===== src/hdl/asp_regs.svh =====
`ifndef ASP_REGS_SVH
`define ASP_REGS_SVH
// Register indices; byte address is four times the index
`define ASP_IDX_CTRL_A     14'h1F91
`define ASP_IDX_STATUS     14'h1F91
`define ASP_IDX_CTRL_B     14'h1F92
`define ASP_IDX_BUFFER     14'h1F93
`define ASP_IDX_PIN_ROUTE  14'h1F94
// Control A fields
`define ASP_CA_TX_EN       7
`define ASP_CA_RX_EN       6
`define ASP_CA_TX_STOP     5
`define ASP_CA_EVEN        4
`define ASP_CA_PAR_EN      3
// Control B fields
`define ASP_CB_FILT_HI     2
`define ASP_CB_FILT_LO     1
`define ASP_CB_RX_STOP     0
// Pin route fields
`define ASP_PR_RX_SEL      0
`define ASP_PR_TX_SEL      1
// Status fields
`define ASP_ST_PARITY_ERR_FLAG        7
`define ASP_ST_FRAMING_ERR_FLAG        6
`define ASP_ST_OVERRUN_ERR_FLAG        5
`define ASP_ST_FULL        4
`define ASP_ST_DONE        3
`define ASP_ST_EMPTY       2
// Reset values
`define ASP_RST_CTRL       8'h00
`define ASP_RST_BUF        8'h00
// Baud divisors in fc cycles per tick
`define ASP_DIV_0          9'd13
`define ASP_DIV_1          9'd26
`define ASP_DIV_2          9'd52
`define ASP_DIV_3          9'd104
`define ASP_DIV_4          9'd208
`define ASP_DIV_5          9'd416
`define ASP_DIV_7          9'd96
`define ASP_BAUD_TIMER     3'b110
// Ticks per bit and majority sample points
`define ASP_TICK_LAST      4'd15
`define ASP_SAMPLE_A       4'd7
`define ASP_SAMPLE_B       4'd8
`define ASP_SAMPLE_C       4'd9
// Glitch filter lengths in fc cycles
`define ASP_FILT_1         7'd31
`define ASP_FILT_2         7'd63
`define ASP_FILT_3         7'd127
`endif


===== src/hdl/asp_pkg.sv =====
package asp_pkg;
	typedef enum logic [4:0] {
		ASP_IDLE   = 5'b00001,
		ASP_START  = 5'b00010,
		ASP_DATA   = 5'b00100,
		ASP_PARITY = 5'b01000,
		ASP_STOP   = 5'b10000
	} asp_state_t;
endpackage


===== src/hdl/asp_serial_port.sv =====
// Added by the designer: the APB slave port.
`timescale 1ns/1ps
`include "asp_regs.svh"
module asp_serial_port (
	input  wire logic        pclk,              // System clock fc
	input  wire logic        presetn,           // Asynchronous reset, active low
	input  wire logic        psel,              // APB select
	input  wire logic        penable,           // APB access phase
	input  wire logic        pwrite,            // APB direction
	input  wire logic [15:0] paddr,             // APB byte address
	input  wire logic [31:0] pwdata,            // APB write data
	output logic      [31:0] prdata,            // APB read data
	output logic             pready,            // APB ready
	output logic             pslverr,           // APB error on unmapped address
	input  wire logic        timer4_irq,        // Timer pulse used as tick source
	input  wire logic        serial_in_first,   // First receive pin
	input  wire logic        serial_in_second,  // Second receive pin
	output logic             serial_out_first,  // First transmit pin
	output logic             serial_out_second, // Second transmit pin
	output logic             tx_irq,            // Transmit start event pulse
	output logic             rx_irq             // Receive complete event pulse when the frame loads an empty buffer
);
	logic [7:0]  ctrl_a;
	logic [2:0]  ctrl_b;
	logic [1:0]  pin_route;
	logic [7:0]  rx_buf;
	logic [7:0]  tx_buf;
	logic        tx_empty, tx_done, rx_full, parity_err_flag, framing_err_flag, overrun_err_flag, stat_seen;
	logic [13:0] idx;
	logic        acc, wr, rd, hit;
	logic        baud_tick, gap_ok;
	logic [8:0]  div_cnt, div_val, tick_gap;
	logic [1:0]  sync_a, sync_b;
	logic        rx_raw, rx_filt;
	logic [6:0]  filt_cnt, filt_len;
	asp_pkg::asp_state_t tx_state, rx_state;
	logic [3:0]  tx_rt, rx_rt;
	logic [2:0]  tx_bit, rx_bit;
	logic        tx_stop_n, rx_stop_n;
	logic [7:0]  tx_shift, rx_shift;
	logic        tx_line, tx_par_q, tx_load;
	logic [2:0]  rx_smp;
	logic        rx_vote, rx_parity_err_flag, rx_framing_err_flag, rx_end;
	logic        tx_en, rx_en, par_en, even, tx_two, rx_two;

	assign tx_en  = ctrl_a[`ASP_CA_TX_EN];
	assign rx_en  = ctrl_a[`ASP_CA_RX_EN];
	assign par_en = ctrl_a[`ASP_CA_PAR_EN];
	assign even   = ctrl_a[`ASP_CA_EVEN];
	assign tx_two = ctrl_a[`ASP_CA_TX_STOP];
	assign rx_two = ctrl_b[`ASP_CB_RX_STOP];

	// APB decode; zero wait states keep the master simple
	assign idx     = paddr[15:2];
	assign acc     = psel & penable;
	assign wr      = acc & pwrite;
	assign rd      = acc & ~pwrite;
	assign hit     = (idx == `ASP_IDX_CTRL_A) | (idx == `ASP_IDX_CTRL_B) |
	                 (idx == `ASP_IDX_BUFFER) | (idx == `ASP_IDX_PIN_ROUTE);
	assign pready  = acc;
	assign pslverr = acc & ~hit;

	// Read mux; write-only control B reads as zero
	always_comb begin
		prdata = 32'h0000_0000;
		if (rd) begin
			case (idx)
				`ASP_IDX_STATUS:    prdata[7:2] = {parity_err_flag, framing_err_flag, overrun_err_flag, rx_full, tx_done, tx_empty};
				`ASP_IDX_BUFFER:    prdata[7:0] = rx_buf;
				`ASP_IDX_PIN_ROUTE: prdata[1:0] = pin_route;
				default:            prdata = 32'h0000_0000;
			endcase
		end
	end

	// Control registers
	always_ff @(posedge pclk or negedge presetn) begin
		if (!presetn) begin
			ctrl_a    <= `ASP_RST_CTRL;
			ctrl_b    <= 3'h0;
			pin_route <= 2'h0;
		end else if (wr) begin
			if (idx == `ASP_IDX_CTRL_A)
				ctrl_a <= pwdata[7:0];
			if (idx == `ASP_IDX_CTRL_B)
				ctrl_b <= pwdata[2:0];
			if (idx == `ASP_IDX_PIN_ROUTE)
				pin_route <= pwdata[1:0];
		end
	end

	// Baud divisor select
	always_comb begin
		case (ctrl_a[2:0])
			3'b000:  div_val = `ASP_DIV_0;
			3'b001:  div_val = `ASP_DIV_1;
			3'b010:  div_val = `ASP_DIV_2;
			3'b011:  div_val = `ASP_DIV_3;
			3'b100:  div_val = `ASP_DIV_4;
			3'b101:  div_val = `ASP_DIV_5;
			default: div_val = `ASP_DIV_7;
		endcase
	end

	// One tick source for both directions
	always_ff @(posedge pclk or negedge presetn) begin
		if (!presetn)
			div_cnt <= 9'h000;
		else if (div_cnt >= div_val - 9'd1)
			div_cnt <= 9'h000;
		else
			div_cnt <= div_cnt + 9'd1;
	end
	assign baud_tick = (ctrl_a[2:0] == `ASP_BAUD_TIMER) ? timer4_irq : (div_cnt >= div_val - 9'd1);

	// Cycles since the last tick feed the spacing check; a code write voids one gap
	always_ff @(posedge pclk or negedge presetn) begin
		if (!presetn) begin
			tick_gap <= 9'h000;
			gap_ok   <= 1'b0;
		end else begin
			tick_gap <= baud_tick ? 9'h000 : tick_gap + 9'd1;
			gap_ok   <= (gap_ok | baud_tick) & ~(wr && idx == `ASP_IDX_CTRL_A);
		end
	end

	// Pin synchronisers; only the second stage is looked at
	always_ff @(posedge pclk or negedge presetn) begin
		if (!presetn) begin
			sync_a <= 2'b11;
			sync_b <= 2'b11;
		end else begin
			sync_a <= {sync_a[0], serial_in_first};
			sync_b <= {sync_b[0], serial_in_second};
		end
	end
	assign rx_raw = pin_route[`ASP_PR_RX_SEL] ? sync_b[1] : sync_a[1];

	always_comb begin
		case (ctrl_b[`ASP_CB_FILT_HI:`ASP_CB_FILT_LO])
			2'b01:   filt_len = `ASP_FILT_1;
			2'b10:   filt_len = `ASP_FILT_2;
			default: filt_len = `ASP_FILT_3;
		endcase
	end

	// Level must hold the full filter length before it is accepted
	always_ff @(posedge pclk or negedge presetn) begin
		if (!presetn) begin
			rx_filt  <= 1'b1;
			filt_cnt <= 7'h00;
		end else if (ctrl_b[`ASP_CB_FILT_HI:`ASP_CB_FILT_LO] == 2'b00) begin
			rx_filt  <= rx_raw;
			filt_cnt <= 7'h00;
		end else if (rx_raw == rx_filt) begin
			filt_cnt <= 7'h00;
		end else if (filt_cnt >= filt_len - 7'd1) begin
			rx_filt  <= rx_raw;
			filt_cnt <= 7'h00;
		end else begin
			filt_cnt <= filt_cnt + 7'd1;
		end
	end

	// Engine starts only on enable; a frame in flight ignores later disable
	assign tx_load = (tx_state == asp_pkg::ASP_IDLE) & tx_en & ~tx_empty;

	always_ff @(posedge pclk or negedge presetn) begin
		if (!presetn) begin
			tx_state  <= asp_pkg::ASP_IDLE;
			tx_rt     <= 4'h0;
			tx_bit    <= 3'h0;
			tx_stop_n <= 1'b0;
			tx_shift  <= `ASP_RST_BUF;
			tx_line   <= 1'b1;
		end else if (tx_load) begin
			tx_state  <= asp_pkg::ASP_START;
			tx_shift  <= tx_buf;
			tx_rt     <= 4'h0;
			tx_bit    <= 3'h0;
			tx_stop_n <= 1'b0;
			tx_line   <= 1'b0;
		end else if (baud_tick && tx_state != asp_pkg::ASP_IDLE) begin
			tx_rt <= tx_rt + 4'd1;
			if (tx_rt == `ASP_TICK_LAST) begin
				case (tx_state)
					asp_pkg::ASP_START: begin
						tx_state <= asp_pkg::ASP_DATA;
						tx_line  <= tx_shift[0];
					end
					asp_pkg::ASP_DATA: begin
						tx_bit <= tx_bit + 3'd1;
						if (tx_bit == 3'd7) begin
							tx_state <= par_en ? asp_pkg::ASP_PARITY : asp_pkg::ASP_STOP;
							tx_line  <= par_en ? tx_par_q : 1'b1;
						end else begin
							tx_shift <= {1'b0, tx_shift[7:1]};
							tx_line  <= tx_shift[1];
						end
					end
					asp_pkg::ASP_PARITY: begin
						tx_state <= asp_pkg::ASP_STOP;
						tx_line  <= 1'b1;
					end
					asp_pkg::ASP_STOP: begin
						tx_stop_n <= 1'b1;
						if (tx_stop_n || !tx_two)
							tx_state <= asp_pkg::ASP_IDLE;
					end
					default: tx_state <= asp_pkg::ASP_IDLE;
				endcase
			end
		end
	end

	// Parity is formed from tx_buf as the shifter loads, before the first shift
	// so it is latched separately at load time
	always_ff @(posedge pclk or negedge presetn) begin
		if (!presetn)
			tx_par_q <= 1'b0;
		else if (tx_load)
			tx_par_q <= even ? ^tx_buf : ~^tx_buf;
	end

	// Pin drive; idle line is high
	always_comb begin
		serial_out_first  = 1'b1;
		serial_out_second = 1'b1;
		if (pin_route[`ASP_PR_TX_SEL])
			serial_out_second = tx_line;
		else
			serial_out_first  = tx_line;
	end

	// Receiver: start on low, sample ticks 7-9, decide on tick 15
	assign rx_vote = (rx_smp[0] & rx_smp[1]) | (rx_smp[0] & rx_smp[2]) | (rx_smp[1] & rx_smp[2]);
	assign rx_end  = baud_tick && rx_rt == `ASP_TICK_LAST && rx_state == asp_pkg::ASP_STOP &&
	                 (rx_stop_n || !rx_two);

	always_ff @(posedge pclk or negedge presetn) begin
		if (!presetn) begin
			rx_state  <= asp_pkg::ASP_IDLE;
			rx_rt     <= 4'h0;
			rx_bit    <= 3'h0;
			rx_smp    <= 3'h0;
			rx_stop_n <= 1'b0;
			rx_shift  <= 8'h00;
			rx_parity_err_flag   <= 1'b0;
			rx_framing_err_flag   <= 1'b0;
		end else if (rx_state == asp_pkg::ASP_IDLE) begin
			rx_rt     <= 4'h0;
			rx_bit    <= 3'h0;
			rx_stop_n <= 1'b0;
			rx_framing_err_flag   <= 1'b0;
			if (rx_en && !overrun_err_flag && !rx_filt)
				rx_state <= asp_pkg::ASP_START;
		end else if (baud_tick) begin
			rx_rt <= rx_rt + 4'd1;
			if (rx_rt == `ASP_SAMPLE_A)
				rx_smp[0] <= rx_filt;
			if (rx_rt == `ASP_SAMPLE_B)
				rx_smp[1] <= rx_filt;
			if (rx_rt == `ASP_SAMPLE_C)
				rx_smp[2] <= rx_filt;
			if (rx_rt == `ASP_TICK_LAST) begin
				case (rx_state)
					asp_pkg::ASP_START:
						rx_state <= rx_vote ? asp_pkg::ASP_IDLE : asp_pkg::ASP_DATA; // False start rejected
					asp_pkg::ASP_DATA: begin
						rx_shift <= {rx_vote, rx_shift[7:1]};
						rx_bit   <= rx_bit + 3'd1;
						if (rx_bit == 3'd7)
							rx_state <= par_en ? asp_pkg::ASP_PARITY : asp_pkg::ASP_STOP;
					end
					asp_pkg::ASP_PARITY: begin
						rx_parity_err_flag  <= rx_vote != (even ? ^rx_shift : ~^rx_shift);
						rx_state <= asp_pkg::ASP_STOP;
					end
					asp_pkg::ASP_STOP: begin
						rx_stop_n <= 1'b1;
						if (!rx_vote)
							rx_framing_err_flag <= 1'b1;
						if (rx_stop_n || !rx_two)
							rx_state <= asp_pkg::ASP_IDLE;
					end
					default: rx_state <= asp_pkg::ASP_IDLE;
				endcase
			end
		end
	end

	// Status and buffers; hardware set wins over software clear
	logic rd_clear, tx_accept;
	assign rd_clear  = rd && idx == `ASP_IDX_BUFFER && stat_seen;
	assign tx_accept = wr && idx == `ASP_IDX_BUFFER && stat_seen && tx_empty;

	always_ff @(posedge pclk or negedge presetn) begin
		if (!presetn) begin
			stat_seen <= 1'b0;
			tx_buf    <= `ASP_RST_BUF;
			tx_empty  <= 1'b1;
			rx_buf    <= `ASP_RST_BUF;
			rx_full   <= 1'b0;
			parity_err_flag      <= 1'b0;
			framing_err_flag      <= 1'b0;
			overrun_err_flag      <= 1'b0;
			tx_irq    <= 1'b0;
			rx_irq    <= 1'b0;
		end else begin
			tx_irq <= tx_load;
			rx_irq <= rx_end & ~rx_full;
			if (rd && idx == `ASP_IDX_STATUS)
				stat_seen <= 1'b1;
			else if (acc && idx == `ASP_IDX_BUFFER)
				stat_seen <= 1'b0;
			if (tx_accept) begin
				tx_buf   <= pwdata[7:0];
				tx_empty <= ~tx_en;
			end else if (tx_load || (!tx_en && tx_state == asp_pkg::ASP_IDLE)) begin
				tx_empty <= 1'b1;
			end
			if (rd_clear) begin
				rx_full <= 1'b0;
				parity_err_flag    <= 1'b0;
				framing_err_flag    <= 1'b0;
				overrun_err_flag    <= 1'b0;
			end
			if (rx_end) begin
				if (rx_full) begin
					overrun_err_flag <= 1'b1;
				end else begin
					rx_buf  <= rx_shift;
					rx_full <= 1'b1;
					parity_err_flag    <= rx_parity_err_flag & par_en;
					framing_err_flag    <= rx_framing_err_flag | ~rx_vote;
				end
			end
		end
	end

	// Done flag drops as a frame loads and rises once the engine is idle
	always_ff @(posedge pclk or negedge presetn) begin
		if (!presetn)
			tx_done <= 1'b1;
		else if (tx_load)
			tx_done <= 1'b0;
		else if (tx_state == asp_pkg::ASP_IDLE)
			tx_done <= 1'b1;
	end

	a_done_busy: assert property (@(posedge pclk) disable iff (!presetn)
		tx_state != asp_pkg::ASP_IDLE |-> !tx_done) else $error("done flag high while sending");
	a_irq_empty: assert property (@(posedge pclk) disable iff (!presetn)
		tx_irq |-> tx_empty) else $error("tx_irq without empty flag");
	a_start_low: assert property (@(posedge pclk) disable iff (!presetn)
		tx_state == asp_pkg::ASP_START |-> !tx_line) else $error("start bit not low");
	a_idle_high: assert property (@(posedge pclk) disable iff (!presetn)
		tx_state == asp_pkg::ASP_IDLE |-> serial_out_first && serial_out_second) else $error("idle line low");
	a_div_first: assert property (@(posedge pclk) disable iff (!presetn)
		ctrl_a[2:0] == 3'b000 && gap_ok && baud_tick |-> tick_gap == 9'd12) else $error("tick gap not 13");
	a_overrun_keep: assert property (@(posedge pclk) disable iff (!presetn)
		rx_end && rx_full && !rd_clear |=> overrun_err_flag && $stable(rx_buf)) else $error("overrun lost data");
	a_rx_load: assert property (@(posedge pclk) disable iff (!presetn)
		rx_end && !rx_full |=> rx_full && rx_buf == $past(rx_shift) && rx_irq) else $error("receive load missed");
	a_clear_read: assert property (@(posedge pclk) disable iff (!presetn)
		rd_clear && !rx_end |=> !rx_full && !overrun_err_flag && !parity_err_flag && !framing_err_flag) else $error("flags not cleared");
	a_glitch_drop: assert property (@(posedge pclk) disable iff (!presetn)
		$changed(rx_filt) && ctrl_b[2:1] != 2'b00 && $stable(ctrl_b) |-> $past(filt_cnt) == filt_len - 7'd1)
		else $error("filter passed short pulse");
endmodule


===== config.mk =====
export PLATFORM = sky130hd
export DESIGN_NAME = asp_serial_port
export DESIGN_NICKNAME = d
export VERILOG_FILES = /design/src/hdl/asp_pkg.sv /design/src/hdl/asp_serial_port.sv
export VERILOG_INCLUDE_DIRS = /design/src /design/src/hdl
export SDC_FILE = /design/constraint.sdc
export NUM_CORES = 1
export LEC_CHECK = 0
export ABC_AREA = 1
export BUFFER_PORTS_ARGS = -buffer_cell sky130_fd_sc_hd__buf_2
export CAP_MARGIN = 25
export CORE_ASPECT_RATIO = 1.2
export CORE_MARGIN = 2
export CORE_UTILIZATION = 50
export DETAILED_ROUTE_END_ITERATION = 16
export HOLD_SLACK_MARGIN = 0.03
export PLACE_DENSITY = 0.74
export REMOVE_ABC_BUFFERS = 1
export SETUP_SLACK_MARGIN = 0.15
export SLEW_MARGIN = 10
export SYNTH_ARGS = -nofsm -noshare
export SYNTH_HDL_FRONTEND = slang
export SYNTH_SLANG_ARGS = --single-unit

===== constraint.sdc =====
create_clock -name pclk -period 2.55 [get_ports pclk]
set_clock_uncertainty 0.1 [all_clocks]
set_input_delay 0.3825 -clock pclk [delete_from_list [all_inputs] [get_ports pclk]]
set_output_delay 0.3825 -clock pclk [all_outputs]
set_load 0.005 [all_outputs]

==> impl_metrics.ini <==
[global_route]
gr-total-overflow = 0
grt_first_pass_wirelength_mm = 23.3
grt_max_degree = 48
antenna_found_initial = 0
grt_pass1_vias = 5064
grt_use_total_pct = 22.5

[drt]
top_layer = met4
route.detailed.drc = 0
routed-wl-met3_um = 488
wl_met2_mm = 7.73
post_drt_via_cell_ratio = 5.25
wl_per_cell_um = 14.6
drtPass1Iterations = 5
detail-route-antenna-nets = 0
vias = 5232
totalWireLength_mm = 14.5
drtIter0Drc = 403
wl_met1_mm = 5.75

[worst_setup_path]
r2r_cells = 17
crit_type = reg2reg
worstPathArrival_ns = 3.01
crit_fanout = 5
startpoint_type = flop
critPathCaptureType = flop
rr_startpoint = ctrl_a[1]
worst_ep_required_time_ns = 2.69
reg2reg_to = tx_shift[5]
rrSetupSlack_ns = -0.32

[cells_and_area]
fin_area_um2 = 7340
fin_util_pct = 63.1
num_antenna_cells = 0
syn2layout_area_growth_pct = 22.9
drive_above_1_share_pct = 22.4
fin_nets = 916
nFillCells = 962

[sta]
hold_viol_final = 0
tightest_slew_ns = 0.718
max_slew_margin_pct = 51.8
rsz0062_at_grt = true
finalCritPeriodShare_pct = 112
clock.fmax_mhz = 349
fin_ws_ns = -0.316
setup-violations-final = 65
slew_viol_final = 0
fin_crit_ns = 2.87

[die]
die-width_um = 104
start_util_pct = 51.4
die_y_um = 124
rows = 43
core_um2 = 11600
dieArea_um2 = 12800
ios = 94

[hold_path]
whs_path_depth = 3
holdCritStartpoint = pwdata[3]
hold_end = tx_buf[3]
min_path_type = in2reg

[clock_tree]
cts_buffers = 9
clk_path_buf_depth = 2
cts_root_buf = clkbuf_16
clk_pin_slew_ns = 0.08
cts_num_sinks = 108
cts_tree = done
clock_latency_ns = 0.35
htree_levels = 3

[placement]
place_area_um2 = 6420
place_congestion = 0.872
dp_hpwl_mm = 9.62
io_buffers = 43

[logic_synthesis]
yosysMostFrequentCell = nand2_1
ys_warn_count = 0
async_flop_share_pct = 100
avgSynthCellArea_um2 = 8.03
synth_commonest_cells = nand2_1 (193), dfrtp_1 (98), inv_1 (91)
synth-seq-cells = 108
ys_seq_area_share_pct = 45.5
synth_top_area_share_pct = 41.1
netlist_area_um2 = 5970
yosysTopAreaCell = dfrtp_1
yosys-top-cells-area = dfrtp_1 (41%), nand2_1 (12%), inv_1 (5.7%), ha_1 (5.4%), nand3_1 (4.5%)
ys.flop_type = dfrtp_1
yosysUniqueCellTypes = 42
synth_edf_count = 0
synth_cells = 743

[power]
ir_drop_uv = 434
leakage_nw = 3.69
p_per_area_nw_per_um2 = 650
comb_power_share_pct = 28.4
clkPwrFrac_pct = 30.1
seq_power_share_pct = 41.5
p_sw_share_pct = 33.8
intPower_mw = 3.16
p_total_mw = 4.77
switching_power_mw = 1.61

[run_status]
status = finished with violations
failed_checks = negative setup slack

[job]
cap_violations = 0
==> worst max-delay path, stage by stage, from the launching register on <==
cell     delay, ns
dfrtp_1       0.43
nor2_4        0.17
nand2_4       0.08
buf_4         0.16
ha_4          0.16
xor2_1        0.15
ha_1          0.32
nand2_1       0.08
nand2_2       0.06
a21oi_2       0.13
nand2_1       0.08
nand2_2       0.10
nand3_4       0.14
nand3_4       0.14
nand2_4       0.12
buf_6         0.16
nand4_1       0.08
nand2_1       0.08
==> worst max path at each step <==
stage | startpoint | endpoint | slack [ns] | cells past startpoint
2_1_floorplan | ctrl_a[1] | framing_err_flag | -0.36 | 18
3_3_place_gp | ctrl_a[1] | tx_shift[0] | -0.27 | 18
3_5_place_dp | ctrl_a[1] | tx_shift[5] | -0.47 | 18
4_1_cts | ctrl_a[0] | tx_shift[5] | -0.30 | 18
5_1_grt | ctrl_a[1] | tx_stop_n | -0.47 | 18
6_report | ctrl_a[1] | tx_shift[5] | -0.32 | 17
==> sequential cells by signal (all words and copies together), names as in the netlist, 2 cells and up <==
register and cells:
div_cnt 9, ctrl_a 8, rx_buf 8, rx_shift 8
tx_buf 8, tx_shift 8, filt_cnt 7, rx_state 5
tx_state 5, rx_rt 4, tx_rt 4, ctrl_b 3
rx_bit 3, rx_smp 3, tx_bit 3, pin_route 2
sync_a 2, sync_b 2
==> through the flow <==
stage	hold WS, ns	instances	worst slack (ns)	setup TNS, ns
5_1_grt	0.239	996	-0.466	-24.36
4_1_cts	0.214	987	-0.297	-12.99
3_3_place_gp	0.249	956	-0.268	-10.47
2_1_floorplan	-0.0131	732	-0.363	-9.35
6_report	0.218	996	-0.316	-14.75
3_5_place_dp	0.248	956	-0.474	-18.78
==> placed cells by master, fill, tap and decap left out, types with 4 or more instances in the layout <==
master and instances:
nor2_2 7, ha_1 24, nand2_4 6, dfrtp_1 97
conb_1 24, inv_2 8, buf_2 42, nor3b_1 4
nor3_1 8, nand3_2 11, inv_1 87, nor2_1 49
clkbuf_16 9, nand4_1 18, nand3_4 7, o21ai_2 5
nand2_2 11, o21ai_0 40, nand3_1 42, xnor2_1 14
o21ai_1 17, buf_6 10, dfstp_2 10, nor2_4 5
xor2_1 12, a21oi_1 14, nand2_8 6, nand2_1 181
buf_4 27
==> power by group through the flow <==
| stage | Sequential [mW] | Clock (mW) | Combinational (mW) |
|---|---|---|---|
| finish | 1.98 | 1.44 | 1.35 |
| global route | 2.00 | 1.51 | 1.49 |
| CTS | 1.98 | 1.45 | 1.06 |
| detailed placement | 2.01 | 0 | 0.847 |
| global placement | 2.00 | 0 | 0.806 |
| floorplan | 1.98 | 0 | 0.604 |
==> final cells by class <==
| type | count | area [um^2] | share of cell area (%) |
|---|---|---|---|
| Clock buffer | 9 | 225 | 3.07 |
| Tap cell | 157 | 196 | 2.68 |
| Sequential cell | 108 | 2720 | 37.0 |
| Multi-Input combinational cell | 534 | 3140 | 42.8 |
| Timing Repair Buffer | 85 | 616 | 8.39 |
| Clock inverter | 7 | 72.6 | 0.989 |
| Inverter | 96 | 373 | 5.08 |
==> cell families after synthesis <==
kind of cell | after synthesis | synth area share (%)
AOI/OAI and AO/OA | 94 | 8.51
xor gates and xnor gates | 26 | 3.81
adders and majority gates | 26 | 5.45
buffers and inverters | 130 | 10.0
DFF | 108 | 45.5
muxes | 1 | 0.189
other | 1 | 0.0628
and+or+nand+nor | 357 | 26.5
==> routing by layer <==
| metal | GRT usage (%) | vias up |
|---|---|---|
| met5 | 0 | - |
| met4 | 10.4 | 0 |
| met3 | 3.51 | 48 |
| met2 | 42.0 | 133 |
| met1 | 25.7 | 2512 |
| li1 | - | 2539 |
==> what timing repair did <==
item | CTS | global route
hold endpoints to repair | 40 | 0
gates resized for setup | 51 | 54
setup endpoints to repair | 70 | 78
hold buffers | 3 | 0
cloned | 7 | 0
setup buffers | 5 | 8
pin swaps | 20 | 22
(Power assumes the default switching activity.)
